--- src/inc/sba_pkg.sv ---
package sba_pkg;
  // ----------------------------------------------------------------
  // Register offsets in configuration space
  // ----------------------------------------------------------------
  localparam logic [7:0] SBA_OFF_VALUE = 8'hb0;
  localparam logic [7:0] SBA_OFF_INDEX = 8'hb1;
  localparam logic [7:0] SBA_OFF_TARGET = 8'hb2;
  localparam logic [7:0] SBA_OFF_CTRL = 8'hb3;
  // ----------------------------------------------------------------
  // Reset values
  // ----------------------------------------------------------------
  localparam logic [7:0] SBA_RST_VALUE = 8'h00;
  localparam logic [7:0] SBA_RST_INDEX = 8'h00;
  localparam logic [7:0] SBA_RST_TARGET = 8'h00;
  localparam logic [7:0] SBA_RST_CTRL = 8'h00;
  // ----------------------------------------------------------------
  // Field positions
  // ----------------------------------------------------------------
  localparam int SBA_DIR_BIT = 0;
  localparam int SBA_SHORT_BIT = 7;
  localparam int SBA_BUSY_BIT = 5;
  localparam int SBA_FAST_BIT = 2;
  localparam int SBA_ERR_BIT = 1;
  // ----------------------------------------------------------------
  // Serial clock timing
  // ----------------------------------------------------------------
  localparam int SBA_CLK_PERIOD_NS = 10;
  localparam int SBA_SCL_NORM_PERIOD_NS = 10000;
  localparam int SBA_SCL_FAST_PERIOD_NS = 2500;
  localparam int SBA_QTR_W = 9;
  localparam logic [SBA_QTR_W-1:0] SBA_QTR_NORM =
    SBA_QTR_W'(SBA_SCL_NORM_PERIOD_NS / (4 * SBA_CLK_PERIOD_NS));
  localparam logic [SBA_QTR_W-1:0] SBA_QTR_FAST =
    SBA_QTR_W'(SBA_SCL_FAST_PERIOD_NS / (4 * SBA_CLK_PERIOD_NS));
  // ----------------------------------------------------------------
  // Bit-level commands
  // ----------------------------------------------------------------
  typedef enum logic [1:0] {BC_START, BC_STOP, BC_WRITE, BC_READ} sba_bitcmd_t;
endpackage

--- src/inc/sba_bit_if.sv ---
`timescale 1ns/10ps
interface sba_bit_if;
  logic req;
  sba_pkg::sba_bitcmd_t cmd;
  logic tx;
  logic fast;
  logic done;
  logic rx;
  modport eng (input req, input cmd, input tx, input fast, output done, output rx);
  modport seq (output req, output cmd, output tx, output fast, input done, input rx);
endinterface

--- src/rtl/sba_top.sv ---
`timescale 1ns/10ps
module sba_top (
  input wire logic clk, // System clock
  input wire logic rst_n, // Global reset, synchronous
  input wire logic cfg_wr, // Config byte write strobe
  input wire logic [7:0] cfg_addr, // Config byte offset
  input wire logic [7:0] cfg_wdata, // Config write data
  output logic [7:0] cfg_rdata, // Config read data, one cycle late
  input wire logic scl_in, // Serial clock pin level
  output logic scl_out, // Serial clock drive value
  output logic scl_oe, // Serial clock drive enable
  input wire logic sda_in, // Serial data pin level
  output logic sda_out, // Serial data drive value
  output logic sda_oe // Serial data drive enable
);
  import sba_pkg::*;

  typedef enum {S_IDLE, S_START, S_TX, S_ACK, S_RX, S_MACK, S_STOP} sba_state_t;
  typedef enum {G_ADDR1, G_INDEX, G_DATA, G_ADDR2, G_RDATA} sba_stage_t;

  logic [7:0] serial_byte_value, target_byte_offset, serial_target_and_direction;
  logic short_protocol_select, fast_clock_test, request_in_progress, req_err;
  logic launch, wr_ok, err_set;
  logic [7:0] shift;
  logic [2:0] bit_cnt;
  sba_state_t state;
  sba_stage_t stage;
  sba_bit_if bus ();

  sba_bit_engine u_eng (
    .clk(clk),
    .rst_n(rst_n),
    .scl_in(scl_in),
    .sda_in(sda_in),
    .scl_oe(scl_oe),
    .sda_oe(sda_oe),
    .bus(bus)
  );

  assign bus.fast = fast_clock_test;

  // ----------------------------------------------------------------
  // Register writes
  // ----------------------------------------------------------------
  // Config writes are ignored while a request runs, except the error-bit clear
  assign wr_ok = cfg_wr && !request_in_progress;
  assign launch = wr_ok && cfg_addr == SBA_OFF_TARGET;
  assign err_set = state == S_ACK && bus.done && bus.rx;

  always_ff @(posedge clk)
  begin
    if (!rst_n)
    begin
      target_byte_offset <= SBA_RST_INDEX;
      serial_target_and_direction <= SBA_RST_TARGET;
      short_protocol_select <= SBA_RST_CTRL[SBA_SHORT_BIT];
      fast_clock_test <= SBA_RST_CTRL[SBA_FAST_BIT];
    end
    else if (wr_ok)
    begin
      if (cfg_addr == SBA_OFF_INDEX)
        target_byte_offset <= cfg_wdata;
      if (cfg_addr == SBA_OFF_TARGET)
        serial_target_and_direction <= cfg_wdata;
      if (cfg_addr == SBA_OFF_CTRL)
      begin
        short_protocol_select <= cfg_wdata[SBA_SHORT_BIT];
        fast_clock_test <= cfg_wdata[SBA_FAST_BIT];
      end
    end
  end

  // Set wins over the write-one clear
  always_ff @(posedge clk)
  begin
    if (!rst_n)
      req_err <= SBA_RST_CTRL[SBA_ERR_BIT];
    else if (err_set)
      req_err <= 1'b1;
    else if (cfg_wr && cfg_addr == SBA_OFF_CTRL && cfg_wdata[SBA_ERR_BIT])
      req_err <= 1'b0;
  end

  // ----------------------------------------------------------------
  // Register reads
  // ----------------------------------------------------------------
  always_ff @(posedge clk)
  begin
    if (!rst_n)
      cfg_rdata <= 8'h00;
    else
    begin
      case (cfg_addr)
        SBA_OFF_VALUE: cfg_rdata <= serial_byte_value;
        SBA_OFF_INDEX: cfg_rdata <= target_byte_offset;
        SBA_OFF_TARGET: cfg_rdata <= serial_target_and_direction;
        SBA_OFF_CTRL: cfg_rdata <= {short_protocol_select, 1'b0, request_in_progress,
                                    2'b00, fast_clock_test, req_err, 1'b0};
        default: cfg_rdata <= 8'h00;
      endcase
    end
  end

  always_ff @(posedge clk)
  begin
    scl_out <= 1'b0;
    sda_out <= 1'b0;
  end

  // ----------------------------------------------------------------
  // Byte sequencer
  // ----------------------------------------------------------------
  always_ff @(posedge clk)
  begin
    if (!rst_n)
    begin
      state <= S_IDLE;
      stage <= G_ADDR1;
      request_in_progress <= 1'b0;
      serial_byte_value <= SBA_RST_VALUE;
      shift <= 8'h00;
      bit_cnt <= 3'h0;
      bus.req <= 1'b0;
      bus.cmd <= BC_START;
      bus.tx <= 1'b0;
    end
    else
    begin
      bus.req <= 1'b0;
      if (wr_ok && cfg_addr == SBA_OFF_VALUE)
        serial_byte_value <= cfg_wdata;
      case (state)
        S_IDLE:
          if (launch)
          begin
            request_in_progress <= 1'b1;
            state <= S_START;
            stage <= G_ADDR1;
            bus.req <= 1'b1;
            bus.cmd <= BC_START;
          end
        S_START:
          if (bus.done)
          begin
            // Normal read sends the index with a write address first
            if (stage == G_ADDR2)
              shift <= {serial_target_and_direction[7:1], 1'b1};
            else if (short_protocol_select)
              shift <= serial_target_and_direction;
            else
              shift <= {serial_target_and_direction[7:1], 1'b0};
            bit_cnt <= 3'h0;
            state <= S_TX;
            bus.req <= 1'b1;
            bus.cmd <= BC_WRITE;
            bus.tx <= serial_target_and_direction[7];
          end
        S_TX:
          if (bus.done)
          begin
            bus.req <= 1'b1;
            if (bit_cnt == 3'h7)
            begin
              state <= S_ACK;
              bus.cmd <= BC_READ;
            end
            else
            begin
              shift <= {shift[6:0], 1'b0};
              bit_cnt <= bit_cnt + 3'h1;
              bus.cmd <= BC_WRITE;
              bus.tx <= shift[6];
            end
          end
        S_ACK:
          if (bus.done)
          begin
            bus.req <= 1'b1;
            bit_cnt <= 3'h0;
            if (bus.rx)
            begin
              state <= S_STOP;
              bus.cmd <= BC_STOP;
            end
            else if (stage == G_ADDR2 || (stage == G_ADDR1 && short_protocol_select &&
                     serial_target_and_direction[SBA_DIR_BIT]))
            begin
              stage <= G_RDATA;
              state <= S_RX;
              bus.cmd <= BC_READ;
            end
            else if (stage == G_ADDR1 && !short_protocol_select)
            begin
              stage <= G_INDEX;
              shift <= target_byte_offset;
              state <= S_TX;
              bus.cmd <= BC_WRITE;
              bus.tx <= target_byte_offset[7];
            end
            else if (stage == G_INDEX && serial_target_and_direction[SBA_DIR_BIT])
            begin
              stage <= G_ADDR2;
              state <= S_START;
              bus.cmd <= BC_START;
            end
            else if (stage != G_DATA)
            begin
              stage <= G_DATA;
              shift <= serial_byte_value;
              state <= S_TX;
              bus.cmd <= BC_WRITE;
              bus.tx <= serial_byte_value[7];
            end
            else
            begin
              state <= S_STOP;
              bus.cmd <= BC_STOP;
            end
          end
        S_RX:
          if (bus.done)
          begin
            bus.req <= 1'b1;
            shift <= {shift[6:0], bus.rx};
            bit_cnt <= bit_cnt + 3'h1;
            if (bit_cnt == 3'h7)
            begin
              serial_byte_value <= {shift[6:0], bus.rx};
              state <= S_MACK;
              bus.cmd <= BC_WRITE;
              bus.tx <= 1'b1;
            end
            else
              bus.cmd <= BC_READ;
          end
        S_MACK:
          if (bus.done)
          begin
            state <= S_STOP;
            bus.req <= 1'b1;
            bus.cmd <= BC_STOP;
          end
        S_STOP:
          if (bus.done)
          begin
            state <= S_IDLE;
            request_in_progress <= 1'b0;
          end
        default: state <= S_IDLE;
      endcase
    end
  end
endmodule

--- src/rtl/sba_bit_engine.sv ---
`timescale 1ns/10ps
module sba_bit_engine (
  input wire logic clk, // System clock
  input wire logic rst_n, // Synchronous reset
  input wire logic scl_in, // Serial clock pin level
  input wire logic sda_in, // Serial data pin level
  output logic scl_oe, // Serial clock pulled low
  output logic sda_oe, // Serial data pulled low
  sba_bit_if.eng bus // Bit command port
);
  import sba_pkg::*;

  // ----------------------------------------------------------------
  // Pin synchronisers
  // ----------------------------------------------------------------
  logic scl_meta, scl_sync, sda_meta, sda_sync;
  always_ff @(posedge clk)
  begin
    scl_meta <= scl_in;
    scl_sync <= scl_meta;
    sda_meta <= sda_in;
    sda_sync <= sda_meta;
  end

  // ----------------------------------------------------------------
  // Quarter-bit sequencer
  // ----------------------------------------------------------------
  logic active, stall, tick, next_scl_lo, next_sda_lo;
  logic [1:0] phase;
  logic [SBA_QTR_W-1:0] div, qtr;
  sba_bitcmd_t cmd;
  logic tx;

  assign qtr = bus.fast ? SBA_QTR_FAST : SBA_QTR_NORM;
  // Wait while a target holds the clock low
  assign stall = !scl_oe && !scl_sync;
  assign tick = active && !stall && div == '0;

  always_ff @(posedge clk)
  begin
    if (!rst_n)
    begin
      active <= 1'b0;
      phase <= 2'h0;
      div <= '0;
      cmd <= BC_START;
      tx <= 1'b0;
    end
    else if (!active)
    begin
      if (bus.req)
      begin
        active <= 1'b1;
        cmd <= bus.cmd;
        tx <= bus.tx;
        phase <= 2'h0;
        div <= qtr;
      end
    end
    else if (!stall)
    begin
      if (div != '0)
        div <= div - 1'b1;
      else
      begin
        div <= qtr;
        phase <= phase + 2'h1;
        if (phase == 2'h3)
          active <= 1'b0;
      end
    end
  end

  always_ff @(posedge clk)
  begin
    if (!rst_n)
    begin
      bus.done <= 1'b0;
      bus.rx <= 1'b0;
    end
    else
    begin
      bus.done <= tick && phase == 2'h3;
      if (tick && phase == 2'h2)
        bus.rx <= sda_sync;
    end
  end

  // ----------------------------------------------------------------
  // Line drive per command and phase
  // ----------------------------------------------------------------
  always_comb
  begin
    next_scl_lo = scl_oe;
    next_sda_lo = sda_oe;
    if (active)
    begin
      case (cmd)
        BC_START:
          case (phase)
            2'h0: next_sda_lo = 1'b0;
            2'h1: next_scl_lo = 1'b0;
            2'h2: next_sda_lo = 1'b1;
            default: next_scl_lo = 1'b1;
          endcase
        BC_STOP:
          case (phase)
            2'h0: next_sda_lo = 1'b1;
            2'h1: next_scl_lo = 1'b0;
            2'h2: next_sda_lo = 1'b0;
            default: next_scl_lo = 1'b0;
          endcase
        default:
          case (phase)
            2'h0:
            begin
              next_scl_lo = 1'b1;
              next_sda_lo = (cmd == BC_WRITE) ? !tx : 1'b0;
            end
            2'h1: next_scl_lo = 1'b0;
            2'h2: next_scl_lo = 1'b0;
            default: next_scl_lo = 1'b1;
          endcase
      endcase
    end
  end

  always_ff @(posedge clk)
  begin
    if (!rst_n)
    begin
      scl_oe <= 1'b0;
      sda_oe <= 1'b0;
    end
    else
    begin
      scl_oe <= next_scl_lo;
      sda_oe <= next_sda_lo;
    end
  end
endmodule

--- config.mk ---
export PLATFORM = sky130hd
export DESIGN_NAME = sba_top
export DESIGN_NICKNAME = d
export VERILOG_FILES = /design/src/inc/sba_pkg.sv /design/src/inc/sba_bit_if.sv /design/src/rtl/sba_top.sv /design/src/rtl/sba_bit_engine.sv
export SDC_FILE = /design/constraint.sdc
export NUM_CORES = 1
export LEC_CHECK = 0
export ABC_AREA = 1
export BUFFER_PORTS_ARGS = -buffer_cell sky130_fd_sc_hd__buf_2
export CAP_MARGIN = 15
export CORE_MARGIN = 1
export CORE_UTILIZATION = 60
export CTS_BUF_LIST = sky130_fd_sc_hd__clkbuf_8
export DETAILED_ROUTE_END_ITERATION = 12
export PLACE_DENSITY = 0.82
export SLEW_MARGIN = 20
export SYNTH_ARGS = -nofsm -noshare
export SYNTH_HDL_FRONTEND = slang
export SYNTH_SLANG_ARGS = --single-unit
--- constraint.sdc ---
create_clock -name clk -period 2.2 [get_ports clk]
set_clock_uncertainty 0.05 [all_clocks]
set_input_delay 0.11 -clock clk [delete_from_list [all_inputs] [get_ports clk]]
set_output_delay 0.11 -clock clk [all_outputs]
set_load 0.01 [all_outputs]
==> flow_metrics.env, run 1 <==
export IMPL_status="finished clean"
export IMPL_die_w_um=86.32
export IMPL_synthDistinctLibCells=39
export IMPL_multi_input_area_mm2=0.002231
export IMPL_cts_sinks=79
export IMPL_slew_viol_final=0
export IMPL_overflow=0
export IMPL_syn_area_mm2=0.004265
export IMPL_syn_area_per_cell_um2=6.936
export IMPL_cp_arrival_ns=2.14
export IMPL_rsz0062_at_grt="false"
export IMPL_finalHoldViolations=0
export IMPL_stdcell_count=742
export IMPL_ir_drop_mv=0.5088
export IMPL_hp_class="input port to flop"
export IMPL_ctsResizeCount=0
export IMPL_yosysTopAreaCell="dfxtp_1"
export IMPL_async_reset_ff_frac=0
export IMPL_grt_usage=0.2851
export IMPL_clk_latency_ns=0.35
export IMPL_max_freq_mhz=514.6
export IMPL_portBuffers=30
export IMPL_required_ns=2.40
export IMPL_cts_setup_buffers=0
export IMPL_area_delta_synth_final_pct=8.947
export IMPL_hpwl_um=7388
export IMPL_start_util=0.6244
export IMPL_final_cell_mix="140 x nand2_1, 79 x dfxtp_1, 77 x inv_1, 62 x a21oi_1, 50 x nor2_1"
export IMPL_tritoncts="built"
export IMPL_synthFlopType="dfxtp_1"
export IMPL_r2r_slack_ns=0.26
export IMPL_wl_per_cell_um=13.56
export IMPL_final_common_cell="nand2_1"
export IMPL_die_y_um=86.32
export IMPL_ys_seq_area_frac=0.3708
export IMPL_wirelength_um=10060
export IMPL_clk_pin_slew_worst_paths_ns=0.08
export IMPL_cts_buffers=9
export IMPL_slew_headroom=0.5993
export IMPL_crit_family="flip-flops"
export IMPL_critical_path_class="flop to flop"
export IMPL_dieArea_mm2=0.007450
export IMPL_antenna_cells=0
export IMPL_fin_setup_tns_ns=0
export IMPL_final_setup_viol_count=0
export IMPL_cts_buffer_depth=2
export IMPL_crit_chain="nand2_4 > nor3_4 > inv_2 > o21ai_1 > a21o_1 > inv_1"
export IMPL_cts_htree_levels=3
export IMPL_regArea_mm2=0.001582
export IMPL_worstSetupStartpointType="flop"
export IMPL_fillCellCount=613
export IMPL_powerDensity_mw_per_mm2=655.6
export IMPL_grt_pass1_vias=3769
export IMPL_grt_pass1_wl_um=16860
export IMPL_period_needed_ns=1.943
export IMPL_io_pins=33
export IMPL_max_cap_violations=0
export IMPL_worst_pin_slew_ns=0.6003
export IMPL_grt_max_degree=35
export IMPL_synthTopCellsByArea="dfxtp_1 37%, nand2_1 12%, a21oi_1 7.3%"
export IMPL_ys_warn_count=0
export IMPL_end_kind="flop"
export IMPL_placed_cells=724
export IMPL_crit_buf_inv=2
export IMPL_core_area_mm2=0.006832
export IMPL_yosysTopAreaCellShare=0.3708
export IMPL_antenna_found_initial=0
export IMPL_slowest_delay_ns=0.71
export IMPL_cp_slowest_cell="dfxtp_1"
export IMPL_rows=30
export IMPL_dr_first_iter_drc_count=334
export IMPL_gp_congestion=0.9931
export IMPL_postRouteAntennaNets=0
export IMPL_via_per_inst=5.460
export IMPL_drt_first_pass_iters=5
export IMPL_drc=0
export IMPL_critPathMaxFanout=13
export IMPL_drive_gt1_frac=0.1455
export IMPL_synth_edff_count=0
export IMPL_ctsRootBufferMaster="clkbuf_8"
export IMPL_vias=4051
export IMPL_synth_seq_cells=79
export IMPL_fin_nets=669
export IMPL_leakage_nw=2.023
export IMPL_synth_cells=615
export IMPL_fin_crit_sh=0.8832
==> power breakdown <==
group / internal (mW) / switching, mW
logic: 0.149 / 0.283
clock network: 0.549 / 0.537
registers: 1.48 / 0.0505
==> area by class of cell <==
type                    count  area share
clock buffers              10     0.02962
well taps                  96     0.02585
clock inverters             6     0.01319
flip-flops and latches     79      0.3403
repair buffers             35     0.04146
inverters                  85     0.06947
multi-input cells         431      0.4801
==> layer usage <==
metal	track usage	vias up	routed length, µm
li1	-	2042	-
met1	0.3741	1831	4563
met2	0.4545	149	4539
met3	0.06857	29	684
met4	0.1106	0	272
met5	0	-	0
==> synth_stat cells (4+ instances only) <==
| cell | instances |
|---|---|
| a21o_1 | 5 |
| a21oi_1 | 62 |
| a31oi_1 | 4 |
| buf_2 | 8 |
| buf_6 | 5 |
| clkbuf_1 | 6 |
| dfxtp_1 | 79 |
| ha_1 | 7 |
| inv_1 | 76 |
| inv_2 | 5 |
| nand2_1 | 140 |
| nand2_2 | 9 |
| nand3_1 | 48 |
| nand3_2 | 6 |
| nand3_4 | 4 |
| nand4_1 | 6 |
| nor2_1 | 50 |
| nor2_2 | 6 |
| nor2_4 | 6 |
| nor3_1 | 4 |
| o211ai_1 | 6 |
| o21ai_0 | 41 |
| o21ai_1 | 7 |
==> state kept, by name, indices dropped and copies added, names as in the netlist, 2 cells and up <==
name	cells
serial_target_and_direction	8
stage	3
u_eng.div	9
state	3
serial_byte_value	8
u_eng.phase	2
bus.cmd	2
cfg_rdata	8
bit_cnt	3
u_eng.cmd	2
target_byte_offset	8
shift	7
==> cell families (layout without fill, tap and decap cells) <==
logic type	count (synthesis)	count (layout)	share of synthesized area
flops	79	79	0.3708
other cells	1	2	0.0008792
buf+inv	106	136	0.1071
compound gates	135	135	0.1716
xor+xnor	1	1	0.002054
fa+ha+maj	7	7	0.02053
simple gates	286	286	0.3271
==> worst paths after layout <==
check | end | depth (start not counted) | start
max | serial_byte_value[3] | 6 | state[2]
min | target_byte_offset[0] | 3 | cfg_wdata[0]
max reg2reg | serial_byte_value[3] | 6 | state[2]
min reg2reg | u_eng.scl_sync | 0 | u_eng.scl_meta
==> repair_timing <==
item	4_1_cts	5_1_grt
hold endpoints to repair	2	0
setup endpoints to repair	0	0
hold buffers	2	0
==> stage by stage <==
step                area (µm²)  power, mW  worst slack, ns  hold slack (ns)    util
floorplan                 4269      1.885           0.6809          0.08772       -
global placement          4428      1.967           0.3344           0.1641  0.6482
detailed placement        4428      1.981           0.2842           0.1636  0.6482
CTS                       4647      3.060           0.2865         0.004566  0.6802
global route              4647      3.181           0.1438         0.007837  0.6802
finish                    4647      3.046           0.2569          0.01579  0.6802
==> worst min-delay path, cell delays in order <==
cell,delay [ns]
buf_2,0.12
nand3_1,0.08
a21oi_1,0.06
Note: power is estimated with default switching activity, not from simulation.
==> inputs of run 2 (changes only) <==
--- a/config.mk
+++ b/config.mk
@@ -9,10 +9,11 @@
 export BUFFER_PORTS_ARGS = -buffer_cell sky130_fd_sc_hd__buf_2
 export CAP_MARGIN = 15
 export CORE_MARGIN = 1
-export CORE_UTILIZATION = 60
+export CORE_UTILIZATION = 56
 export CTS_BUF_LIST = sky130_fd_sc_hd__clkbuf_8
 export DETAILED_ROUTE_END_ITERATION = 12
-export PLACE_DENSITY = 0.82
+export PLACE_DENSITY = 0.77
+export SETUP_SLACK_MARGIN = 0.15
 export SLEW_MARGIN = 20
 export SYNTH_ARGS = -nofsm -noshare
 export SYNTH_HDL_FRONTEND = slang
==> flow_metrics.env, run 2 (synthesized netlist as in run 1, its figures left out) <==
export IMPL_fin_nets=673
export IMPL_cts_htree_levels=3
export IMPL_final_setup_viol_count=0
export IMPL_cts_buffers=9
export IMPL_cts_setup_buffers=0
export IMPL_holdPathEnd="target_byte_offset[6]"
export IMPL_via_per_inst=5.430
export IMPL_dr_first_iter_drc_count=241
export IMPL_postRouteAntennaNets=0
export IMPL_drt_first_pass_iters=5
export IMPL_overflow=0
export IMPL_vias=4067
export IMPL_place_ws_ns=0.3296
export IMPL_fillCellCount=671
export IMPL_core_area_mm2=0.007292
export IMPL_regArea_mm2=0.001582
export IMPL_portBuffers=30
export IMPL_grt_pass1_wl_um=16230
export IMPL_critPathMaxFanout=13
export IMPL_regMostFlops="u_eng.div"
export IMPL_worstSetupStartpointType="flop"
export IMPL_finalHoldViolations=0
export IMPL_antenna_found_initial=0
export IMPL_tritoncts="built"
export IMPL_fin_ws_ns=0.3253
export IMPL_wl_per_cell_um=13.47
export IMPL_clk_pin_slew_worst_paths_ns=0.09
export IMPL_leakage_nw=2.052
export IMPL_die_y_um=89.28
export IMPL_p_int_mw=2.191
export IMPL_io_pins=33
export IMPL_grt_pass1_vias=3567
export IMPL_period_needed_ns=1.875
export IMPL_worst_pin_slew_ns=0.7682
export IMPL_ctsRootBufferMaster="clkbuf_8"
export IMPL_multi_input_area_mm2=0.002231
export IMPL_cts_buffer_depth=2
export IMPL_min_path_cells=3
export IMPL_start_util=0.5849
export IMPL_r2r_start="state[2]"
export IMPL_hpwl_um=7390
export IMPL_sw_frac_of_total=0.2907
export IMPL_rows=31
export IMPL_fin_crit_sh=0.8521
export IMPL_hp_class="input port to flop"
export IMPL_grt_usage=0.2681
export IMPL_crit_chain="nand2_4 > nor3_4 > inv_2 > o21ai_1 > a21o_1 > inv_1"
export IMPL_max_cap_violations=0
export IMPL_largest_reg_flops=9
export IMPL_rsz0062_at_grt="false"
export IMPL_drive_gt1_frac=0.1492
export IMPL_powerDensity_mw_per_mm2=658.8
export IMPL_p_clk_frac=0.366
export IMPL_final_cell_mix="140 x nand2_1, 79 x dfxtp_1, 77 x inv_1, 62 x a21oi_1, 50 x nor2_1"
export IMPL_p_comb_frac=0.139
export IMPL_fin_setup_tns_ns=0
export IMPL_max_freq_mhz=533.4
export IMPL_hold_start="cfg_wdata[6]"
export IMPL_reg2reg_to="serial_byte_value[7]"
export IMPL_r2r_slack_ns=0.33
export IMPL_area_delta_synth_final_pct=9.944
export IMPL_cp_arrival_ns=2.09
export IMPL_slew_viol_final=0
export IMPL_required_ns=2.42
export IMPL_ctsResizeCount=0
export IMPL_grt_max_degree=42
export IMPL_gp_congestion=0.8962
export IMPL_slew_headroom=0.4847
export IMPL_r2r_cells=6
export IMPL_cp_slowest_cell="dfxtp_1"
export IMPL_cts_hold_buffers=3
export IMPL_drc=0
export IMPL_clk_latency_ns=0.36
export IMPL_final_common_cell="nand2_1"
export IMPL_status="finished clean"
export IMPL_cts_sinks=79
export IMPL_ir_drop_mv=0.3406
export IMPL_wirelength_um=10090
export IMPL_antenna_cells=0
export IMPL_slowest_delay_ns=0.70
export IMPL_dieArea_mm2=0.007970
export IMPL_seq_power_share=0.495
export IMPL_end_kind="flop"
export IMPL_die_w_um=89.28
export IMPL_critical_path_class="flop to flop"
export IMPL_p_switching_uw=898.0
run 2: critical path: cells and delay by family, from the launching register on:
kind	cells	cell delay [ns]
flops	1	0.70
simple gates	2	0.57
compound gates	2	0.28
buf+inv	2	0.18
run 2: layout make-up:
cell class | count | area share
clock inverter | 6 | 0.01441
multi-input combinational | 431 | 0.4757
timing repair buffer | 39 | 0.04803
clock buffer | 10 | 0.02935
sequential | 79 | 0.3372
tap | 99 | 0.02641
inverter | 85 | 0.06884
run 2: how the worst max path moves through the flow:
stage                     startpoint                   end  slack (ns)  cells after the start
after floorplan           bit_cnt[0]              shift[2]        0.68                     11
after global placement      state[0]              shift[0]        0.41                      9
after detailed placement    state[2]  serial_byte_value[7]        0.33                      6
after CTS                   state[2]  serial_byte_value[7]        0.34                      6
after global routing        state[2]  serial_byte_value[7]        0.22                      6
final                       state[2]  serial_byte_value[7]        0.33                      6
run 2: metal layers:
metal  track usage  wire [µm]
met1        0.3709       4758
met4        0.1126        250
met3       0.03786        466
met2        0.4198       4614
met5             0          0
run 2: power groups by stage:
stage               clock (mW)  sequential (mW)  combinational [mW]
global placement             0             1.56               0.412
global route              1.20             1.54               0.488
detailed placement           0             1.56               0.420
floorplan                    0             1.54               0.347
CTS                       1.15             1.53               0.428
finish                    1.13             1.53               0.430
run 2: through the flow:
stage / hold slack, ns / std cells / instance area [µm²] / power [mW] / util
after detailed placement: 0.1645 / 730 / 4454 / 1.980 / 0.6108
final: 0.02556 / 749 / 4690 / 3.089 / 0.6431
after floorplan: 0.08772 / 616 / 4269 / 1.885 / -
after global routing: 0.04500 / 749 / 4690 / 3.220 / 0.6431
after CTS: 0.01272 / 749 / 4690 / 3.102 / 0.6431
after global placement: 0.1624 / 730 / 4454 / 1.971 / 0.6108
